File: src/logic/pcsia_pkg.sv
// Shared constants, field layouts and carrier types of the program sequencer
package pcsia_pkg;

  // Widths
  localparam int PC_W = 13;
  localparam int LOW_W = 8;
  localparam int HOLD_W = 5;
  localparam int TGT_W = 11;
  localparam int IADDR_W = 9;
  localparam int STACK_DEPTH = 8;
  localparam int SP_W = 3;

  // Register offsets on the core register port
  localparam logic [7:0] REG_SLOT = 8'h00;
  localparam logic [7:0] REG_LOW_BYTE = 8'h02;
  localparam logic [7:0] REG_BANK = 8'h03;
  localparam logic [7:0] REG_POINTER = 8'h04;
  localparam logic [7:0] REG_HOLD = 8'h0a;

  // Field positions
  localparam int BANK_BIT_POS = 7;
  localparam int HOLD_JUMP_HI = 4;
  localparam int HOLD_JUMP_LO = 3;

  // Reset and fixed values
  localparam logic [PC_W-1:0] PC_RESET = 13'h0000;
  localparam logic [PC_W-1:0] PC_STEP = 13'h0001;
  localparam logic [HOLD_W-1:0] HOLD_RESET = 5'h00;
  localparam logic [LOW_W-1:0] PTR_RESET = 8'h00;
  localparam logic BANK_RESET = 1'b0;
  localparam logic [LOW_W-1:0] SELF_READ_VALUE = 8'h00;
  localparam logic [LOW_W-1:0] UNMAPPED_VALUE = 8'h00;
  localparam logic [SP_W-1:0] SP_RESET = 3'h0;
  localparam logic [SP_W-1:0] SP_STEP = 3'h1;

  // Sequencing requests from the instruction decoder
  typedef struct packed {
    logic intr;
    logic call;
    logic jump;
    logic ret;
    logic add;
    logic step;
    logic [TGT_W-1:0] target;
    logic [LOW_W-1:0] offset;
  } pcsia_op_t;

  // Register port request
  typedef struct packed {
    logic [7:0] addr;
    logic [LOW_W-1:0] wdata;
    logic wr;
    logic rd;
  } pcsia_bus_t;

  // Indirect write toward data memory
  typedef struct packed {
    logic wr;
    logic [IADDR_W-1:0] waddr;
    logic [LOW_W-1:0] wdata;
  } pcsia_mem_t;

  // Return stack state
  typedef struct packed {
    logic [STACK_DEPTH-1:0][PC_W-1:0] slot;
    logic [SP_W-1:0] ptr;
  } pcsia_stack_t;

  // Sequencer state
  typedef struct packed {
    logic [PC_W-1:0] pc;
    logic [HOLD_W-1:0] hold;
    logic [LOW_W-1:0] fptr;
    logic bank;
    logic [LOW_W-1:0] rdata;
    pcsia_mem_t mem;
  } pcsia_state_t;

  // Register decode used by the write strobes and the self-reference detect; the read mux decodes with a case
  function automatic logic hit(input logic [7:0] addr, input logic [7:0] off);
    hit = (addr == off);
  endfunction : hit

  // Eight-bit add that wraps inside the low byte
  function automatic logic [LOW_W-1:0] add8(input logic [LOW_W-1:0] a,
                                            input logic [LOW_W-1:0] b);
    logic [LOW_W:0] s;
    s = {1'b0, a} + {1'b0, b};
    add8 = s[LOW_W-1:0];
  endfunction : add8

endpackage : pcsia_pkg

File: src/logic/pcsia_ind_addr.sv
// Indirect address former: bank bit over file pointer, plus self-reference detect
`timescale 1ns/1ns
module pcsia_ind_addr (
  // Pointer state
  input wire logic bank,
  input wire logic [pcsia_pkg::LOW_W-1:0] fptr,
  // Formed address
  output logic [pcsia_pkg::IADDR_W-1:0] addr,
  output logic self_ref
);

  // Bank bit on top picks banks 2 and 3 when set
  assign addr = {bank, fptr};

  // Pointer aimed back at the slot itself, in any bank
  assign self_ref = pcsia_pkg::hit(fptr, pcsia_pkg::REG_SLOT);

endmodule : pcsia_ind_addr

File: src/logic/pcsia_ret_stack.sv
// Eight-entry circular return stack with a hidden pointer
`timescale 1ns/1ns
module pcsia_ret_stack (
  // Clock and reset
  input wire logic mclk,
  input wire logic sys_rst,
  // Push and pop
  input wire logic push,
  input wire logic pop,
  input wire logic [pcsia_pkg::PC_W-1:0] push_val,
  // Entry on top
  output logic [pcsia_pkg::PC_W-1:0] top
);

  pcsia_pkg::pcsia_stack_t r;
  pcsia_pkg::pcsia_stack_t next_r;

  // Pointer wraps freely; no overflow or underflow flag exists
  always_comb begin
    next_r = r;
    if (push) begin
      next_r.slot[r.ptr] = push_val;
      next_r.ptr = r.ptr + pcsia_pkg::SP_STEP;
    end else if (pop) begin
      next_r.ptr = r.ptr - pcsia_pkg::SP_STEP;
    end
  end

  // State register
  always_ff @(posedge mclk) begin
    if (sys_rst) begin
      r.slot <= '0;
      r.ptr <= pcsia_pkg::SP_RESET;
    end else begin
      r <= next_r;
    end
  end

  // Most recent push
  assign top = r.slot[r.ptr - pcsia_pkg::SP_STEP];
endmodule : pcsia_ret_stack

File: src/logic/pcsia_seq.sv
// Program counter, return stack control and indirect access slot of the core
//
// Function
// - Program counter is thirteen bits wide and addresses program memory.
// - Low byte is a register; upper five bits have no register and load from the holding latch on low-byte writes.
// - Every reset clears the whole program counter.
// - Low-byte write loads the byte and copies holding bits four to zero high.
// - Call or jump takes counter bits twelve and eleven from holding bits four, three.
// - Computed jump adds an offset to the low byte, wrapping within it.
// - Eight-entry thirteen-bit return stack, outside memory, with a hidden pointer.
// - Calls and interrupt vectoring push the program counter.
// - Return, return with literal and return from interrupt pop the stack.
// - Push and pop leave the holding latch unchanged.
// - Stack is circular; the ninth push overwrites the first entry.
// - No overflow or underflow status is provided.
// - Naming the indirect slot accesses the location the file pointer addresses.
// - Reading the slot through itself returns zero.
// - Writing the slot through itself writes nothing.
// - Indirect address is the bank bit over the eight-bit file pointer.
// - Bank bit set selects banks two and three; clear selects zero and one.
`timescale 1ns/1ns
module pcsia_seq #(
  parameter logic [12:0] INTR_VECTOR = 13'h0010
) (
  // Clock and reset
  input wire logic mclk,
  input wire logic sys_rst,
  // Sequencing requests from the decoder
  input wire pcsia_pkg::pcsia_op_t op,
  // Register port
  input wire pcsia_pkg::pcsia_bus_t bus,
  output logic [pcsia_pkg::LOW_W-1:0] rdata,
  // Data memory
  output logic [pcsia_pkg::IADDR_W-1:0] mem_addr,
  input wire logic [pcsia_pkg::LOW_W-1:0] mem_rdata,
  output pcsia_pkg::pcsia_mem_t mem_wr,
  // Program memory address
  output logic [pcsia_pkg::PC_W-1:0] pc
);

  pcsia_pkg::pcsia_state_t r;
  pcsia_pkg::pcsia_state_t next_r;

  // Stack hookup
  logic push;
  logic pop;
  logic [pcsia_pkg::PC_W-1:0] push_val;
  logic [pcsia_pkg::PC_W-1:0] stack_top;

  // Indirect address and self-reference
  logic [pcsia_pkg::IADDR_W-1:0] ind_addr;
  logic self_ref;

  // Decoded register port strobes
  logic wr_low;
  logic wr_hold;
  logic wr_fptr;
  logic wr_bank;
  logic wr_slot;
  logic rd_slot;

  // Sequential address and computed-jump low byte
  logic [pcsia_pkg::PC_W-1:0] pc_inc;
  logic [pcsia_pkg::LOW_W-1:0] low_sum;

  // Return stack
  pcsia_ret_stack u_stack (
    .mclk(mclk),
    .sys_rst(sys_rst),
    .push(push),
    .pop(pop),
    .push_val(push_val),
    .top(stack_top)
  );

  // Indirect address former
  pcsia_ind_addr u_ind (
    .bank(r.bank),
    .fptr(r.fptr),
    .addr(ind_addr),
    .self_ref(self_ref)
  );

  // Register port decode
  assign wr_low = bus.wr && pcsia_pkg::hit(bus.addr, pcsia_pkg::REG_LOW_BYTE);
  assign wr_hold = bus.wr && pcsia_pkg::hit(bus.addr, pcsia_pkg::REG_HOLD);
  assign wr_fptr = bus.wr && pcsia_pkg::hit(bus.addr, pcsia_pkg::REG_POINTER);
  assign wr_bank = bus.wr && pcsia_pkg::hit(bus.addr, pcsia_pkg::REG_BANK);
  assign wr_slot = bus.wr && pcsia_pkg::hit(bus.addr, pcsia_pkg::REG_SLOT);
  assign rd_slot = bus.rd && pcsia_pkg::hit(bus.addr, pcsia_pkg::REG_SLOT);

  // Next sequential address and wrapped low-byte sum
  assign pc_inc = r.pc + pcsia_pkg::PC_STEP;
  assign low_sum = pcsia_pkg::add8(r.pc[pcsia_pkg::LOW_W-1:0], op.offset);

  // Program counter selection; interrupt first, then call or jump, return,
  // low-byte write, computed jump, and finally the plain step
  always_comb begin
    next_r = r;
    push = 1'b0;
    pop = 1'b0;
    push_val = r.pc;
    if (op.intr) begin
      // Interrupted instruction is resumed on return
      push = 1'b1;
      push_val = r.pc;
      next_r.pc = INTR_VECTOR;
    end else if (op.call || op.jump) begin
      push = op.call;
      push_val = pc_inc;
      next_r.pc = {r.hold[pcsia_pkg::HOLD_JUMP_HI:pcsia_pkg::HOLD_JUMP_LO],
                   op.target};
    end else if (op.ret) begin
      pop = 1'b1;
      next_r.pc = stack_top;
    end else if (wr_low) begin
      next_r.pc = {r.hold, bus.wdata};
    end else if (op.add) begin
      // Table reads that cross a 256-byte block wrap back to its start
      next_r.pc = {r.hold, low_sum};
    end else if (op.step) begin
      next_r.pc = pc_inc;
    end

    // Holding latch, pointer and bank bit change only by register writes
    if (wr_hold) begin
      next_r.hold = bus.wdata[pcsia_pkg::HOLD_W-1:0];
    end
    if (wr_fptr) begin
      next_r.fptr = bus.wdata;
    end
    if (wr_bank) begin
      next_r.bank = bus.wdata[pcsia_pkg::BANK_BIT_POS];
    end

    // Indirect write goes to data memory unless the pointer aims at the slot
    next_r.mem.wr = 1'b0;
    if (wr_slot && !self_ref) begin
      next_r.mem.wr = 1'b1;
      next_r.mem.waddr = ind_addr;
      next_r.mem.wdata = bus.wdata;
    end

    // Read data stand only in the cycle after the read strobe
    next_r.rdata = pcsia_pkg::UNMAPPED_VALUE;
    if (bus.rd) begin
      case (bus.addr)
        pcsia_pkg::REG_SLOT: begin
          if (self_ref) begin
            next_r.rdata = pcsia_pkg::SELF_READ_VALUE;
          end else begin
            next_r.rdata = mem_rdata;
          end
        end
        pcsia_pkg::REG_LOW_BYTE: begin
          next_r.rdata = r.pc[pcsia_pkg::LOW_W-1:0];
        end
        pcsia_pkg::REG_HOLD: begin
          next_r.rdata = {3'h0, r.hold};
        end
        pcsia_pkg::REG_POINTER: begin
          next_r.rdata = r.fptr;
        end
        pcsia_pkg::REG_BANK: begin
          next_r.rdata = {r.bank, 7'h00};
        end
        default: begin
          next_r.rdata = pcsia_pkg::UNMAPPED_VALUE;
        end
      endcase
    end
  end

  // State register; any reset clears the program counter
  always_ff @(posedge mclk) begin
    if (sys_rst) begin
      r.pc <= pcsia_pkg::PC_RESET;
      r.hold <= pcsia_pkg::HOLD_RESET;
      r.fptr <= pcsia_pkg::PTR_RESET;
      r.bank <= pcsia_pkg::BANK_RESET;
      r.rdata <= pcsia_pkg::UNMAPPED_VALUE;
      r.mem <= '0;
    end else begin
      r <= next_r;
    end
  end

  // Outputs straight from the state register
  assign pc = r.pc;
  assign rdata = r.rdata;
  assign mem_addr = {r.bank, r.fptr};
  assign mem_wr = r.mem;
endmodule : pcsia_seq

File: config.mk
export PLATFORM = sky130hd
export DESIGN_NAME = pcsia_seq
export DESIGN_NICKNAME = d
export VERILOG_FILES = /design/src/logic/pcsia_pkg.sv /design/src/logic/pcsia_ind_addr.sv /design/src/logic/pcsia_ret_stack.sv /design/src/logic/pcsia_seq.sv
export SDC_FILE = /design/constraint.sdc
export NUM_CORES = 1
export LEC_CHECK = 0
export ABC_AREA = 1
export BUFFER_PORTS_ARGS = -buffer_cell sky130_fd_sc_hd__buf_4
export CORE_MARGIN = 2
export CORE_UTILIZATION = 39
export DETAILED_ROUTE_END_ITERATION = 8
export PLACE_DENSITY_LB_ADDON = 0.25
export SLEW_MARGIN = 20
export SYNTH_ARGS = -nofsm -noshare
export SYNTH_HDL_FRONTEND = slang
export SYNTH_HIERARCHICAL = 1
export SYNTH_SLANG_ARGS = --single-unit
File: constraint.sdc
create_clock -name mclk -period 3.25 [get_ports mclk]
set_input_delay 0.65 -clock mclk [delete_from_list [all_inputs] [get_ports mclk]]
set_output_delay 0.65 -clock mclk [all_outputs]
set_load 0.02 [all_outputs]
After elaboration in Yosys (flattened, before gate mapping)
Index checks and enable logic that the tools add are counted.
{"block": "totals", "regBits": 160, "out_inout_bits": 48}
{"block": "classes", "add_sub_neg": 4, "magnitude_cmp": 3, "eq_ne": 4, "muxes": 23, "bitwise_logic": 1, "n_reduce_logical": 16}
{"cell": "2-to-1 mux 13 bit", "count": 9}
{"cell": "bitwise mux 104 bit", "count": 1}
{"cell": "one-hot mux 8 bit (5 select lines)", "count": 1}
{"cell": "binary-select mux 13 bit (select 3 bit)", "count": 1}
{"cell": "demux 13 bit (select 3 bit)", "count": 1}
{"cell": "2-to-1 mux 18 bit", "count": 1}
{"cell": "equality test 8 x 2 -> 1 bit (second input constant)", "count": 2}
{"cell": "logical NOT 8 bit", "count": 2}
{"cell": "adder 13 x 1 -> 13 bit (second input constant)", "count": 1}
{"cell": "adder 8 bit", "count": 1}
{"cell": "equality test 8 x 3 -> 1 bit (second input constant)", "count": 1}
{"cell": "equality test 8 x 4 -> 1 bit (second input constant)", "count": 1}
{"cell": "less-than comparator 3 x 4 -> 1 bit (second input constant)", "count": 2}
{"cell": "2-to-1 mux 8 bit", "count": 1}
{"cell": "logical AND 1 bit", "count": 7}
{"cell": "2-to-1 mux 3 bit", "count": 2}
{"cell": "nonzero test 6 bit", "count": 1}
{"cell": "2-to-1 mux 1 bit", "count": 5}
{"cell": "2-to-1 mux 5 bit", "count": 1}
{"cell": "nonzero test 5 bit", "count": 1}
{"cell": "OR reduction 2 bit", "count": 2}
{"cell": "adder 3 x 1 -> 3 bit (second input constant)", "count": 1}
{"cell": "greater-or-equal comparator 3 x 1 -> 1 bit (second input constant)", "count": 1}
{"cell": "subtractor 3 x 1 -> 3 bit (second input constant)", "count": 1}
{"cell": "other kinds (4)", "count": 4}

Depth between registers and ports, before layout
{"block": "depth", "word_depth": 7, "depth_mapped": 17}

Modules after synthesis
The synthesis kept the hierarchy.
{"module": "pcsia_ret_stack", "instances": 1, "cells_each": 842, "area_per_inst_um2": 5186.2, "seq_area_each_um2": 2142.1}
{"module": "pcsia_seq", "instances": 1, "cells_each": 568, "area_per_inst_um2": 3766.1, "seq_area_each_um2": 1061.0}
{"module": "pcsia_ind_addr", "instances": 1, "cells_each": 16, "area_per_inst_um2": 93.8, "seq_area_each_um2": 0.0}

Worst setup path after synthesis
No wires, ideal clock.
{"block": "synth_path", "path_kind": "reg-to-reg", "from": "register u_stack/r[0] (netlist bit)", "to": "register, netlist name pc[4]", "arrival_time_ps": 2084, "required_ps": 3118, "slack_ps": 1033, "path_stages_with_launch": 18, "n_path_buf": 4, "synth_period_minus_slack_ps": 2217, "path_cell_list": "dfxtp_1 > buf_4 > inv_2 > buf_2 > ha_1 > buf_4 > clkinv_1 > buf_2 > nand3_1 > nand2_1 > nand2_1 > nand2_1 > nor2_1 > nor2_1 > nand2_1 > nand2_1 > nand2_1 > a21oi_1"}
{"block": "synth_via", "elab_chain_len": 6}
{"item": "start, declared", "line": "pcsia_ret_stack.sv:15", "source": "pcsia_pkg::pcsia_stack_t r;"}
{"item": "start signal, assigned", "line": "pcsia_ret_stack.sv:35", "source": "r <= next_r;"}
{"item": "subtractor 3 x 1 -> 3 bit", "line": "pcsia_ret_stack.sv:40", "source": "assign top = r.slot[r.ptr - pcsia_pkg::SP_STEP];"}
{"item": "binary-select mux 13 bit (select 3 bit)", "line": "pcsia_ret_stack.sv:40"}
{"item": "2-to-1 mux 13 bit (implied by the code)", "line": "pcsia_ret_stack.sv:40"}
{"item": "via stack_top, one bit", "line": "pcsia_seq.sv:48", "source": "logic [pcsia_pkg::PC_W-1:0] stack_top;"}
{"item": "2-to-1 mux 13 bit", "line": "pcsia_seq.sv:113", "source": "end else if (op.ret) begin"}
{"item": "2-to-1 mux 13 bit", "line": "pcsia_seq.sv:108", "source": "end else if (op.call || op.jump) begin"}
{"item": "2-to-1 mux 5 bit", "line": "pcsia_seq.sv:103", "source": "if (op.intr) begin"}
The timed path passes the listed nets, and every way through them passes these cells. The select of a mux whose other input is x is not followed.
A chain may end at the register's enable or synchronous reset.

Final worst setup path
{"block": "layout_path", "from": "register u_stack/r[1] (netlist bit)", "to": "register, netlist name pc[4]"}
{"block": "layout_via", "elab_chain_len": 6}
{"item": "subtractor 3 x 1 -> 3 bit", "line": "pcsia_ret_stack.sv:40"}
{"item": "binary-select mux 13 bit (select 3 bit)", "line": "pcsia_ret_stack.sv:40"}
{"item": "2-to-1 mux 13 bit (implied by the code)", "line": "pcsia_ret_stack.sv:40"}
{"item": "via stack_top, one bit", "line": "pcsia_seq.sv:48"}
{"item": "2-to-1 mux 13 bit", "line": "pcsia_seq.sv:113"}
{"item": "2-to-1 mux 13 bit", "line": "pcsia_seq.sv:108"}
{"item": "2-to-1 mux 5 bit", "line": "pcsia_seq.sv:103"}
The timed path passes the listed nets, and every way through them passes these cells. The select of a mux whose other input is x is not followed.

==> impl_metrics.csv <==
group,metric,value,unit
placed_design,place_hpwl,19.2,mm
floorplanning,start_util,0.398,
global_routing,grt_max_degree,67,
route,drc,0,
route,drt-pass1-iter-count,5,
synthesis,syn_nets,1490,
clocking,root_buffer,"clkbuf_16",
timing,skew,11.6,ps
clocking,cts_tree,"yes",
synthesis,syn_avg_cell_area,6.34,um2
floorplanning,ios,101,
timing,finalHoldViolCount,0,
final_layout,drive_above_1_share,0.132,
clocking,postCtsHoldBufs,0,
synthesis,netlist_area,9050,um2
global_routing,antenna_found_initial,0,
timing,drv_slew,0,
power_and_ir_drop,internal_power,3.53,mW
final_layout,fill_cells,2453,
worst_hold_path,hold_path_class,"reg2reg",
route,drt-total-wl,27.3,mm
clocking,cts_buffer_depth,2,
synthesis,syn_inst,1426,
timing,fin_tns_setup,0,ps
synthesis,yosysMostFrequentCell,"nand2_1",
timing,post-route-period-util,0.717,
timing,slew_headroom,0.444,
critical_path,worstPathMaxFanout,14,
critical_path,required,3560,ps
clocking,post-cts-setup-buffers,0,
route,drtIter0Drc,766,
critical_path,cp-end-kind,"flop",
synthesis,async_flop_share,0,
timing,fin_crit,2330,ps
power_and_ir_drop,switching_share,0.314,
critical_path,worstSetupPathType,"reg2reg",
clocking,clk_latency,440,ps
timing,fmax,0.429,GHz
timing,max_slew.worst_pin.slew,831,ps
final_layout,syn_to_final_growth,13.2,%
route,vias,8748,
clocking,cts_made_buffers,17,
timing,rsz0062_at_grt,"false",
clocking,cts_sinks,160,
floorplanning,die_w,156,um
floorplanning,rows,55,
power_and_ir_drop,p_leak,4.71,nW
power_and_ir_drop,pwr-share-comb,0.179,
clocking,htree_levels,4,
synthesis,yosysSeqAreaShare,0.354,
synthesis,synth_top_area_frac,0.354,
synthesis,synth-seq-cells,160,
global_routing,grt_overflow,0,
run,cap_violations,0,
clocking,clk_pin_slew_worst_paths,80,ps
placed_design,dp_cells,1715,
floorplanning,die_h,156,um
floorplanning,die_area,24400,um2
placed_design,gp_congestion,0.902,
final_layout,nets,1513,
power_and_ir_drop,p_seq_frac,0.409,
clocking,cts_resized,0,
global_routing,grt_pass1_vias,7987,
floorplanning,core,22700,um2
critical_path,worst_ep_arrival_time,2640,ps
synthesis,synth_area_leaders,"dfxtp_1 35%, nand2_1 13%, nor2_1 11%",
route,antenna_left,0,
global_routing,grt_use_total,0.227,
final_layout,layout.cells.non_filler,1747,
timing,hold_slack,472,ps
synthesis,synth_top_flop_cell,"dfxtp_1",
route,post_drt_wl_per_cell,15.7,um
critical_path,critPathLaunchType,"flop",
synthesis,yosys-top-cells-count,"309 x nand2_1, 256 x nor2_1, 181 x inv_1, 160 x dfxtp_1, 148 x o21ai_0",
global_routing,grt_pass1_wl,43.1,mm
final_layout,regArea,3200,um2
final_layout,multi_input_area,4340,um2
run_status,status,"complete, no violations",
power_and_ir_drop,clockPowerShare,0.411,
placed_design,port_buffers,100,
power_and_ir_drop,ir_drop,0.000370,V
synthesis,synth-edff-count,0,
final_layout,n_antenna_cell,0,
synthesis,synth_top_area_cell,"dfxtp_1",
timing,setup_viol,0,
power_and_ir_drop,p_per_area,503,nW/um2
synthesis,netlist-cell-type-count,46,
power_and_ir_drop,switching_power,1.62,mW
route,via_per_inst,5.01,
final_layout,fin_util,0.451,
synthesis,yosysWarnings,6,
power by group through the flow:
stage	clock network, mW	logic [mW]	registers (mW)
2_1_floorplan	0	0.627	2.13
3_3_place_gp	0	0.909	2.15
3_5_place_dp	0	0.913	2.15
4_1_cts	2.15	0.918	2.10
5_1_grt	2.22	1.04	2.11
6_report	2.12	0.923	2.10
area by class of cell:
class / instances / area share
Multi-Input combinational cell: 949 / 0.424
Sequential cell: 160 / 0.313
Timing Repair Buffer: 127 / 0.0956
Inverter: 194 / 0.0720
Clock buffer: 17 / 0.0416
Tap cell: 285 / 0.0348
Clock inverter: 15 / 0.0192
critical path, cell delays in order (launching register included):
cell	delay [ps]
dfxtp_1	430
inv_1	90
ha_1	300
clkinv_1	400
buf_12	320
nand3_1	80
nand2_1	50
nand2_1	50
nand2_1	90
nor2_1	110
nor2_1	60
nand2_1	60
nand2_1	50
nand2_1	50
a21oi_1	50
metal layers:
metal,up-vias,part of all wire,track usage,routed length (um)
li1,4455,-,-,-
met1,4044,0.48,0.321,13100
met2,225,0.45,0.358,12300
met3,24,0.057,0.0390,1570
met4,0,0.014,0.0555,390
met5,-,0,0,0
placed cells by master, fill, tap and decap left out, types with 2 or more instances in the layout:
master      netlist  routed
inv_6             0       3
nand3b_1          2       2
xnor2_1           2       2
nor2_4            2       2
bufinv_16         0       2
inv_1           181     180
o21bai_1          2       2
a221oi_1          3       3
a21oi_1          48      48
a31oi_1          15      15
nand2_1         309     309
ha_1             10      10
clkinv_8          0       2
o21ai_0         148     148
nor2_1          256     256
nand3_4           2       2
clkinvlp_4        0       2
buf_4            68     125
clkinv_1          3       3
dfxtp_1         160     159
inv_2             7       8
nand4_1           6       6
nor3_1            3       3
o21ai_1          12      12
clkbuf_16         0      17
o22ai_1           2       2
o211ai_1          5       5
a21oi_2           3       3
clkinv_4          1       3
xor2_1            6       6
buf_12            0       2
inv_8             0       4
nand3_1          94      94
nor2_2            7       7
stage by stage:
step                setup WS, ps  power [mW]  area (um2)
CTS                          899        5.17       10200
global placement             855        3.05        9610
detailed placement           821        3.06        9610
global route                 675        5.37       10200
finish                       920        5.14       10200
floorplan                   1030        2.76        9050
registers in the layout (all words and copies together) (netlist names):
signal,cells
u_stack/r,107
mem_wr,18
pc,13
mem_addr,9
rdata,8
r,5
cells by family after synthesis:
kind of cell | Yosys count | share of synthesized area
fa+ha+maj | 11 | 0.0160
buf+inv | 317 | 0.166
simple gates | 687 | 0.312
xor+xnor | 8 | 0.00775
flops | 160 | 0.354
compound gates | 243 | 0.144
worst paths after layout:
path | end | slack (ps) | cells after the start | startpoint
hold / removal | mem_wr[12] | 470 | 2 | mem_wr[12]
setup / recovery | pc[4] | 920 | 14 | u_stack/r[1]
hold reg to reg | mem_wr[12] | 470 | 2 | mem_wr[12]
setup reg to reg | pc[4] | 920 | 14 | u_stack/r[1]
Note: power is estimated with default switching activity, not from simulation.
